**config.mk**
```make
export PLATFORM = sky130hd
export DESIGN_NAME = fault_sleep_ctrl
export DESIGN_NICKNAME = d
export VERILOG_FILES = /design/src/fault_sleep_pkg.sv /design/src/fault_sleep_ctrl.sv
export VERILOG_INCLUDE_DIRS = /design/src
export SDC_FILE = /design/constraint.sdc
export NUM_CORES = 1
export LEC_CHECK = 0
export BUFFER_PORTS_ARGS = -buffer_cell sky130_fd_sc_hd__buf_2
export CAP_MARGIN = 20
export CORE_UTILIZATION = 44
export DETAILED_ROUTE_END_ITERATION = 12
export PLACE_DENSITY_LB_ADDON = 0.25
export REMOVE_ABC_BUFFERS = 1
export SLEW_MARGIN = 5
export SYNTH_ARGS = -nofsm -noshare
export SYNTH_HDL_FRONTEND = slang
export SYNTH_SLANG_ARGS = --single-unit
```
**constraint.sdc**
```tcl
create_clock -name ref_clk -period 3.07 [get_ports ref_clk]
set_input_delay 0.307 -clock ref_clk [delete_from_list [all_inputs] [get_ports ref_clk]]
set_output_delay 0.307 -clock ref_clk [all_outputs]
set_load 0.03 [all_outputs]
```
**src/fault_sleep_cfg.svh**
```systemverilog
// register offsets, field positions and reset values of the fault and sleep control block
// assumes a 32-bit Avalon-MM slave with word addressing by byte address
`ifndef FAULT_SLEEP_CFG_SVH
`define FAULT_SLEEP_CFG_SVH
`define OFS_HARD_STATUS     8'h00
`define OFS_MEM_STATUS      8'h04
`define OFS_BUS_STATUS      8'h08
`define OFS_USAGE_STATUS    8'h0C
`define OFS_MEM_ADDR        8'h10
`define OFS_BUS_ADDR        8'h14
`define OFS_SYS_CTRL        8'h18
`define OFS_FAULT_PRIO      8'h1C
`define OFS_HANDLER_EN      8'h20
`define OFS_CORE_STATE      8'h24
`define BIT_VECTOR_READ_ERROR_FLAG_READ       0
`define BIT_ESCALATED       1
`define BIT_SLEEP_EXIT      1
`define BIT_DEEP_SLEEP      2
`define BIT_EVENT_PEND      4
`define PRIO_RESET          12'h000
`define EN_RESET            3'h0
`define SYSTEM_CONTROL_REG_RESET       3'h0
// packed positions inside the stored control bits
`define CTRL_EXIT_POS       0
`define CTRL_DEEP_POS       1
`define CTRL_EVP_POS        2
`endif

```
**src/fault_sleep_pkg.sv**
```systemverilog
// types shared by the fault and sleep control block
// assumes fault_sleep_cfg.svh holds the numeric constants
package fault_sleep_pkg;
   typedef logic [3:0]  prio_t;
   typedef logic [31:0] word_t;
   typedef enum logic [3:0] {
      RUN_ST   = 4'b0001,
      SLEEP_ST = 4'b0010,
      DEEP_ST  = 4'b0100,
      LOCK_ST  = 4'b1000
   } core_state_e;
   typedef enum logic [1:0] {
      WAKE_INT = 2'h0,
      WAKE_EVT = 2'h1
   } wake_cause_e;
endpackage

```
**src/fault_sleep_ctrl.sv**
```systemverilog
// fault classification, escalation, lockup and sleep control of an embedded core
// assumes fault strobes, priorities and masks from core logic on ref_clk, bus on ref_clk
//
// Function
// - fault raised on bus, internal, no-execute or protection errors
// - vector bus error gives hard fault, sets vector flag; escalation sets escalated flag
// - protection mismatch gives memory fault with four cause flags
// - no-execute fetch sets instruction flag even with protection disabled
// - bus errors give bus fault with five cause flags
// - six usage fault causes, each with its own flag
// - bad state on foreign instruction set or continuation return
// - configurable faults have software priority and enable
// - escalate when priority not above current, same type, or disabled; the priority test applies only inside a handler
// - bus fault on push into bus fault handler does not escalate
// - hard fault fixed priority, preempts all but reset, nmi, hard fault
// - capture faulting address for bus and memory faults; captured only on precise bus errors and on data, push or pop protection errors
// - hard fault in nmi or hard handler enters lockup, no execution
// - lockup left by reset, debug halt, or nmi unless entered from nmi
// - sleep stops core clock; deep sleep stops system clock, pll, flash
// - deep sleep select bit chooses sleep depth
// - wait-interrupt sleeps at once unless wake condition true
// - wait-event clears set event bit, else sleeps
// - event bit set by send-event, not software accessible
// - sleep after handlers returns to thread and sleeps
// - wake on entry-able exception; primary mask defers handler
// - wait-event wakes on exception or new pending with event bit
// - sufficient priority only above all mask limits
//
// The register addresses and register access over Avalon-MM were left to the implementer.
`timescale 1ns/1ps
`default_nettype none
`include "fault_sleep_cfg.svh"
module fault_sleep_ctrl (
   // clock and reset
   input  wire logic                  ref_clk,
   input  wire logic                  nrst,
   // register bus
   input  wire logic [7:0]            avs_address,
   input  wire logic                  avs_read,
   input  wire logic                  avs_write,
   input  wire logic [31:0]           avs_writedata,
   input  wire logic [3:0]            avs_byteenable,
   output logic [31:0]                avs_readdata,
   output logic                       avs_waitrequest,
   // bus fabric errors
   input  wire logic                  busErrVector,
   input  wire logic                  busErrPush,
   input  wire logic                  busErrPop,
   input  wire logic                  busErrFetch,
   input  wire logic                  busErrPrecise,
   input  wire logic                  busErrDeferred,
   input  wire fault_sleep_pkg::word_t busErrAddr,
   // protection unit and no-execute checks
   input  wire logic                  mpuErrInstr,
   input  wire logic                  mpuErrData,
   input  wire logic                  mpuErrPush,
   input  wire logic                  mpuErrPop,
   input  wire logic                  noExecFetch,
   input  wire fault_sleep_pkg::word_t mpuErrAddr,
   // decoder errors
   input  wire logic                  coprocAccess,
   input  wire logic                  unknownOpcode,
   input  wire logic                  foreignIsa,
   input  wire logic                  badContinuation,
   input  wire logic                  badReturnValue,
   input  wire logic                  misalignedAccess,
   input  wire logic                  zeroDivisor,
   // instructions and execution context
   input  wire logic                  waitInterruptInstr,
   input  wire logic                  waitEventInstr,
   input  wire logic                  sendEventInstr,
   input  wire logic                  handlersDone,
   input  wire logic                  inNmiHandler,
   input  wire logic                  inHardHandler,
   input  wire logic                  inMemHandler,
   input  wire logic                  inBusHandler,
   input  wire logic                  inUsageHandler,
   input  wire logic                  busHandlerEntry,
   input  wire fault_sleep_pkg::prio_t currentPrio,
   // interrupt controller
   input  wire logic                  pendValid,
   input  wire fault_sleep_pkg::prio_t pendPrio,
   input  wire logic                  pendEnabled,
   input  wire logic                  newPending,
   input  wire logic                  primaryMask,
   input  wire logic                  faultMaskBit,
   input  wire fault_sleep_pkg::prio_t basePrio,
   input  wire logic                  nmiReq,
   input  wire logic                  debugHalt,
   // fault and power outputs
   output logic                       hardFaultReq,
   output logic                       memFaultReq,
   output logic                       busFaultReq,
   output logic                       usageFaultReq,
   output logic                       coreHalted,
   output logic                       lockedUp,
   output logic                       handlerDeferred,
   output logic                       coreClkEn,
   output logic                       sysClkEn,
   output logic                       pllEn,
   output logic                       flashEn
);
   import fault_sleep_pkg::*;

   // ***********************************
   // registers
   // ***********************************
   logic [1:0]  hardStatus_reg;
   logic [3:0]  memStatus_reg;
   logic [4:0]  busStatus_reg;
   logic [5:0]  usageStatus_reg;
   word_t       memAddr_reg;
   word_t       busAddr_reg;
   logic [2:0]  system_control_reg_reg;
   logic [11:0] faultPrio_reg;
   logic [2:0]  handlerEn_reg;
   logic        eventBit_reg;
   logic        lockFromNmi_reg;
   logic        ack_reg;
   core_state_e state_reg;
   core_state_e state_next;

   // ***********************************
   // fault classification
   // ***********************************
   wire memCause    = mpuErrInstr | noExecFetch | mpuErrData | mpuErrPush | mpuErrPop;
   wire busCause    = busErrPush | busErrPop | busErrFetch | busErrPrecise | busErrDeferred;
   wire badState    = foreignIsa | badContinuation;
   wire usageCause  = coprocAccess | unknownOpcode | badState | badReturnValue
                      | misalignedAccess | zeroDivisor;
   wire [3:0] memNew  = {mpuErrPop, mpuErrPush, mpuErrData, mpuErrInstr | noExecFetch};
   wire [4:0] busNew  = {busErrDeferred, busErrPrecise, busErrFetch, busErrPop, busErrPush};
   wire [5:0] usgNew  = {zeroDivisor, misalignedAccess, badReturnValue, badState,
                         unknownOpcode, coprocAccess};

   // ***********************************
   // escalation
   // ***********************************
   wire prio_t memPrio   = prio_t'(faultPrio_reg[3:0]);
   wire prio_t busPrio   = prio_t'(faultPrio_reg[7:4]);
   wire prio_t usagePrio = prio_t'(faultPrio_reg[11:8]);
   wire inHandler = inNmiHandler | inHardHandler | inMemHandler | inBusHandler | inUsageHandler;
   // lower value is higher priority; equal or numerically larger cannot preempt
   wire memEsc   = memCause & (~handlerEn_reg[0] | inMemHandler
                   | (inHandler & (memPrio >= currentPrio)));
   wire busStackOk = busHandlerEntry & busErrPush;
   wire busEsc   = busCause & ~busStackOk & (~handlerEn_reg[1] | inBusHandler
                   | (inHandler & (busPrio >= currentPrio)));
   wire usageEsc = usageCause & (~handlerEn_reg[2] | inUsageHandler
                   | (inHandler & (usagePrio >= currentPrio)));
   wire escalate = memEsc | busEsc | usageEsc;
   wire hardNow  = busErrVector | escalate;
   // hard fault inside nmi or hard handler cannot preempt: lock up
   wire lockEnter = hardNow & (inNmiHandler | inHardHandler);

   // ***********************************
   // wake and priority
   // ***********************************
   wire maskBlocks = primaryMask | faultMaskBit
                     | ((basePrio != 4'h0) & (pendPrio >= basePrio));
   wire entryable  = pendValid & pendEnabled & ~maskBlocks & (pendPrio < currentPrio);
   // primary mask set, fault mask clear: wake but hold the handler
   wire deferWake  = pendValid & pendEnabled & primaryMask & ~faultMaskBit
                     & (pendPrio < currentPrio);
   wire wakeInt    = entryable | deferWake;
   wire eventSet   = sendEventInstr | (system_control_reg_reg[`CTRL_EVP_POS] & newPending);
   wire asleep     = (state_reg == SLEEP_ST) | (state_reg == DEEP_ST);
   wire goSleep    = (waitInterruptInstr & ~wakeInt)
                     | (waitEventInstr & ~eventBit_reg & ~entryable)
                     | (handlersDone & system_control_reg_reg[`CTRL_EXIT_POS]);
   wire wakeNow    = wakeInt | (eventSet & system_control_reg_reg[`CTRL_EVP_POS]);
   wire lockExit   = debugHalt | (nmiReq & ~lockFromNmi_reg);
   wire core_state_e sleepState = system_control_reg_reg[`CTRL_DEEP_POS] ? DEEP_ST : SLEEP_ST;

   always_comb begin
      state_next = state_reg;
      case (state_reg)
         RUN_ST: begin
            if (lockEnter)
               state_next = LOCK_ST;
            else if (goSleep)
               state_next = sleepState;
         end
         SLEEP_ST,
         DEEP_ST: begin
            if (wakeNow)
               state_next = RUN_ST;
         end
         LOCK_ST: begin
            if (lockExit)
               state_next = RUN_ST;
         end
         default: state_next = RUN_ST;
      endcase
   end

   // ***********************************
   // register bus decode
   // ***********************************
   wire selHard  = (avs_address == `OFS_HARD_STATUS);
   wire selMem   = (avs_address == `OFS_MEM_STATUS);
   wire selBus   = (avs_address == `OFS_BUS_STATUS);
   wire selUsage = (avs_address == `OFS_USAGE_STATUS);
   wire selMAddr = (avs_address == `OFS_MEM_ADDR);
   wire selBAddr = (avs_address == `OFS_BUS_ADDR);
   wire selCtrl  = (avs_address == `OFS_SYS_CTRL);
   wire selPrio  = (avs_address == `OFS_FAULT_PRIO);
   wire selEn    = (avs_address == `OFS_HANDLER_EN);
   wire selState = (avs_address == `OFS_CORE_STATE);
   wire wrTake   = avs_write & ~ack_reg & avs_byteenable[0];
   wire rdTake   = avs_read & ~ack_reg;
   wire word_t rdMux =
        selHard  ? word_t'(hardStatus_reg) :
        selMem   ? word_t'(memStatus_reg) :
        selBus   ? word_t'(busStatus_reg) :
        selUsage ? word_t'(usageStatus_reg) :
        selMAddr ? memAddr_reg :
        selBAddr ? busAddr_reg :
        selCtrl  ? word_t'(system_control_reg_reg) :
        selPrio  ? word_t'(faultPrio_reg) :
        selEn    ? word_t'(handlerEn_reg) :
        selState ? word_t'(state_reg) :
        32'h0000_0000;
   // write-one-to-clear on status; new events win over the clear
   wire [1:0] hardClr  = (wrTake & selHard)  ? avs_writedata[1:0] : 2'h0;
   wire [3:0] memClr   = (wrTake & selMem)   ? avs_writedata[3:0] : 4'h0;
   wire [4:0] busClr   = (wrTake & selBus)   ? avs_writedata[4:0] : 5'h00;
   wire [5:0] usageClr = (wrTake & selUsage) ? avs_writedata[5:0] : 6'h00;
   wire [1:0] hardNew  = {escalate, busErrVector};

   // ***********************************
   // sequential logic
   // ***********************************
   always_ff @(posedge ref_clk or negedge nrst) begin
      if (!nrst) begin
         hardStatus_reg  <= 2'h0;
         memStatus_reg   <= 4'h0;
         busStatus_reg   <= 5'h00;
         usageStatus_reg <= 6'h00;
      end else begin
         hardStatus_reg  <= (hardStatus_reg & ~hardClr) | hardNew;
         memStatus_reg   <= (memStatus_reg & ~memClr) | memNew;
         busStatus_reg   <= (busStatus_reg & ~busClr) | busNew;
         usageStatus_reg <= (usageStatus_reg & ~usageClr) | usgNew;
      end
   end

   always_ff @(posedge ref_clk or negedge nrst) begin
      if (!nrst) begin
         memAddr_reg <= 32'h0000_0000;
         busAddr_reg <= 32'h0000_0000;
      end else begin
         if (mpuErrData | mpuErrPush | mpuErrPop)
            memAddr_reg <= mpuErrAddr;
         if (busErrPrecise)
            busAddr_reg <= busErrAddr;
      end
   end

   always_ff @(posedge ref_clk or negedge nrst) begin
      if (!nrst) begin
         system_control_reg_reg   <= `SYSTEM_CONTROL_REG_RESET;
         faultPrio_reg <= `PRIO_RESET;
         handlerEn_reg <= `EN_RESET;
      end else begin
         if (wrTake & selCtrl)
            system_control_reg_reg <= {avs_writedata[`BIT_EVENT_PEND], avs_writedata[`BIT_DEEP_SLEEP],
                            avs_writedata[`BIT_SLEEP_EXIT]};
         if (wrTake & selPrio)
            faultPrio_reg <= avs_writedata[11:0];
         if (wrTake & selEn)
            handlerEn_reg <= avs_writedata[2:0];
      end
   end

   always_ff @(posedge ref_clk or negedge nrst) begin
      if (!nrst) begin
         eventBit_reg    <= 1'b0;
         lockFromNmi_reg <= 1'b0;
         state_reg       <= RUN_ST;
      end else begin
         state_reg <= state_next;
         // set wins over clear by the wait-event
         if (eventSet)
            eventBit_reg <= 1'b1;
         else if (waitEventInstr && state_reg == RUN_ST)
            eventBit_reg <= 1'b0;
         if (state_reg == RUN_ST && lockEnter)
            lockFromNmi_reg <= inNmiHandler;
      end
   end

   always_ff @(posedge ref_clk or negedge nrst) begin
      if (!nrst) begin
         ack_reg         <= 1'b0;
         avs_readdata    <= 32'h0000_0000;
         avs_waitrequest <= 1'b1;
      end else begin
         ack_reg         <= (rdTake | (avs_write & ~ack_reg));
         avs_waitrequest <= ~(rdTake | (avs_write & ~ack_reg));
         if (rdTake)
            avs_readdata <= rdMux;
      end
   end

   always_ff @(posedge ref_clk or negedge nrst) begin
      if (!nrst) begin
         hardFaultReq    <= 1'b0;
         memFaultReq     <= 1'b0;
         busFaultReq     <= 1'b0;
         usageFaultReq   <= 1'b0;
         coreHalted      <= 1'b0;
         lockedUp        <= 1'b0;
         handlerDeferred <= 1'b0;
         coreClkEn       <= 1'b1;
         sysClkEn        <= 1'b1;
         pllEn           <= 1'b1;
         flashEn         <= 1'b1;
      end else begin
         hardFaultReq    <= hardNow & ~lockEnter;
         memFaultReq     <= memCause & ~memEsc;
         busFaultReq     <= busCause & ~busEsc;
         usageFaultReq   <= usageCause & ~usageEsc;
         coreHalted      <= state_next != RUN_ST;
         lockedUp        <= state_next == LOCK_ST;
         handlerDeferred <= deferWake & ~entryable;
         coreClkEn       <= state_next == RUN_ST || state_next == LOCK_ST;
         sysClkEn        <= state_next != DEEP_ST;
         pllEn           <= state_next != DEEP_ST;
         flashEn         <= state_next != DEEP_ST;
      end
   end
endmodule
`default_nettype wire

```
==> out/results.txt <==
The flow ran to the end, and the final reports show no timing, DRC or antenna violations. Following the worst setup path forward leads to its endpoint at coreHalted. Most used flip-flop cell after synthesis: sky130_fd_sc_hd__dfrtp_1. Reg-to-reg critical path startpoint: faultPrio_reg[3]. The sequential area share after synthesis was 53.9%. TritonCTS built the clock tree. The async set or reset register ratio after synthesis came out at 100%.

After the last flow step, the layout net total stands at 966. The number of hold-repair buffers added at the cts stage was 1; the power density of the placed cells was 560 mW/mm^2. The number of remaining DRC errors was 0; the final number of hold-violating endpoints was 0. The total via count in the routed design came out at 5513. The HPWL reported at the end of detailed placement is 13300 um, and the final standard cell count with taps included and fillers excluded is 1011. Synthesis instantiated 63 different standard cells from the library.

The largest fanout on the critical path came out at 6. The number of enable flip-flop cells after synthesis works out to 0. Counting every instance in the synthesized netlist gives 604. In the final routed layout, each cell accounts on average for 18.3 um. In this run the register-to-register setup slack is 610 ps. The wire length after detailed routing was 18500 um; the standard cell area after detailed placement was 0.00805 mm^2. The number of synthesized register bits is 148, and the maximum level of the CTS H-tree is 4.

The cell with the most instances on the worst path was sky130_fd_sc_hd__a211oi_1. The highest cell delay on the worst timing path was 460 ps. The Yosys step of the flow raised 0 warnings. Clock tree synthesis found a total of 148 sinks. Counting the buffers created by CTS gives 17. The cell depth of the worst flop-to-flop path works out to 7. For the area of the core region, the log shows 0.0153 mm^2.

Setup repair after global routing left no endpoint under its margin. The achievable clock frequency is 407 MHz. The signal on the critical path passes through ha_1 -> or3b_2 -> a211oi_1 -> a211oi_1 -> a221o_2 -> o22a_1 -> o21a_1. The run gives 0.0161 mm^2 as the die area. Clock-pin slew was measured on the worst setup and hold paths at 60 ps. In this run the core area contains 45 standard-cell rows. The area growth from synthesis to layout is 25.5%. The worst setup path is launched from a flop. For the largest net degree at the start of global routing, the log shows 60. The critical path starts at faultPrio_reg[3]. The run gives 29700 um as the global-route wire length before repair. Counting the fill cells in the layout gives 1318.

The post-detailed-route via-to-cell ratio works out to 5.45. The detailed router finished its first iteration with 328 violations. The number of violations of the max-capacitance limit is 0.

Setup violations remaining at the end of the flow were counted as 0. Data arrives at the worst endpoint at 2760 ps. The run gives 5664 as the via count of the first global-routing pass.

The transition time at the pin with the least slew margin was 644 ps. A synthesized cell averages 11.4 um^2. The number of antenna diodes in the final layout is 0.

In this run, placement finished with an instance count of 979. The final antenna-violating net count was 0. The path class of the tightest hold or removal check is input pin to flop. The die is 127 um wide.

Measured against its own limit, the worst slew margin works out to 56.7%. For this run, global-route usage on met1 was measured as 33.1%. The number of input and output port buffers inserted is 179, and the number of buffers on the longest clock path is 2. Global routing used 4.10% of the available met3 tracks.

The total negative slack was 0 ps; the post-layout minimum cycle time was 2460 ps. Clock tree synthesis selected as its root buffer the cell sky130_fd_sc_hd__clkbuf_16. The cell area that synthesis handed to floorplanning was 0.00688 mm^2. Global routing consumed, on the met2 layer, 38.7% of the routing resources. Slowest library cell on the worst path: sky130_fd_sc_hd__or3b_2.

The hold path startpoint was badReturnValue. Once layout is complete, the utilization of the core stands at 56.6%. Data on the critical path is required at its endpoint by 3370 ps. Setup slack on the critical path of the routed design comes to 610 ps.

After layout, the worst path uses 80.1% of the clock period. The final-report max-slew violation count came out at 0. For this configuration, the core starts out at a cell density of 45.1%. From bottom edge to top edge, the die measures 127 um. The worst-case IR drop observed on VDD is 351 uV. Prior to clock tree synthesis, the placed netlist has a worst setup slack of 548 ps. The critical path in this run is classified as flop to flop. The final clock skew is 9.09 ps. For this run the aggregate overflow at the end of global routing stands at 0. STA classifies the critical path endpoint as a flop. Global routing used 24.1% of the available tracks across all layers. The leakage component of the power came out at 3.99 nW. The initial antenna violation count was 0. The clock reaches the later pin of the worst-skew pair after 410 ps. The fraction of layout instances using a drive strength above 1 was 40.3%. 203 I/O pins were placed. In this run the most used layer during global routing was met2. Routability-driven placement finished with a final weighted congestion of 0.887.

The first TritonRoute pass finished after 7 iterations. The tools report the area of all placed cells without fillers as 0.00864 mm^2. Count of buffers added by post-CTS timing repair for setup: 0.

The endpoint identified for the worst register-to-register timing path is coreHalted. The tools report the post-CTS resize count as 0.
per-stage QoR:
step / total power, mW / hold slack [ps]
finish: 4.84 / 88.5
global route: 5.05 / 90.2
CTS: 4.87 / 77.0
floorplan: 2.51 / 11.4
global placement: 2.80 / 300
detailed placement: 2.82 / 311
worst max-delay path: cells and delay by family, from the launching register on:
family / cells / cell delay, ps
AO/OA/AOI/OAI: 5 / 1290
AND/OR/NAND/NOR: 1 / 460
flip-flops: 1 / 410
adder cells (fa/ha/maj): 1 / 190
worst min path at each step:
| stage | end | slack [ps] | cells after the start |
|---|---|---|---|
| 4_1_cts | usageStatus_reg[3] | 80 | 2 |
| 3_5_place_dp | avs_readdata[19] | 310 | 1 |
| 3_3_place_gp | avs_readdata[19] | 300 | 1 |
| 5_1_grt | usageStatus_reg[3] | 90 | 2 |
| 2_1_floorplan | ack_reg | 10 | 0 |
| 6_report | usageStatus_reg[3] | 90 | 2 |
cell usage after synthesis (all sizes together) (7+ instances only):
cell	count	share of area [%]
ha	19	3.5
a22oi	24	2.6
a21o	18	2.0
o21ai	45	3.3
nand3	9	0.65
nor2	25	1.4
dfrtp	144	52
mux2	81	13
nor3	8	0.80
nand2b	7	0.64
nand2	68	3.7
a21oi	18	1.3
clkbuf	24	1.3
inv	23	1.3
metal layers:
layer,share of wire [%],wire length [um],vias to the layer above
met5,0,0,-
met4,1.5,272,0
met3,5.2,960,21
met2,49,9000,189
met1,45,8230,2736
li1,-,-,2567
report_power, final:
group	total, mW	internal (mW)	switching (mW)
clock network	2.05	1.27	0.779
registers	2.18	2.09	0.0844
logic	0.612	0.254	0.359
total	4.84	3.62	1.22
placed cells by master, fill, tap and decap left out, types with 18 or more instances in the layout:
cell type / instances
sky130_fd_sc_hd__a21oi_1: 18
sky130_fd_sc_hd__a22oi_1: 24
sky130_fd_sc_hd__buf_2: 178
sky130_fd_sc_hd__dfrtp_1: 144
sky130_fd_sc_hd__ha_1: 19
sky130_fd_sc_hd__inv_1: 23
sky130_fd_sc_hd__mux2_2: 81
sky130_fd_sc_hd__nand2_1: 68
sky130_fd_sc_hd__nor2_1: 23
sky130_fd_sc_hd__o21ai_0: 43
area by class of cell:
class                           count  area (um^2)  share of cell area (%)
Timing Repair Buffer              193         1020                    11.8
Inverter                           23         86.3                    1.00
Tap cell                          211          264                    3.06
Clock inverter                     10          134                    1.55
Multi-Input combinational cell    405         2980                    34.5
Sequential cell                   148         3710                    42.9
Clock buffer                       21          440                    5.10
kinds of logic (layout without fill, tap and decap cells):
family	count (synthesis)	count (layout)	synth area share [%]
and+or+nand+nor	145	145	10.1
AOI/OAI and AO/OA	155	155	15.6
buffers and inverters	51	247	2.93
adders and majority gates	19	19	3.45
DFF	148	148	53.9
muxes	86	86	14.0
Power figures use the tool's default switching activity.
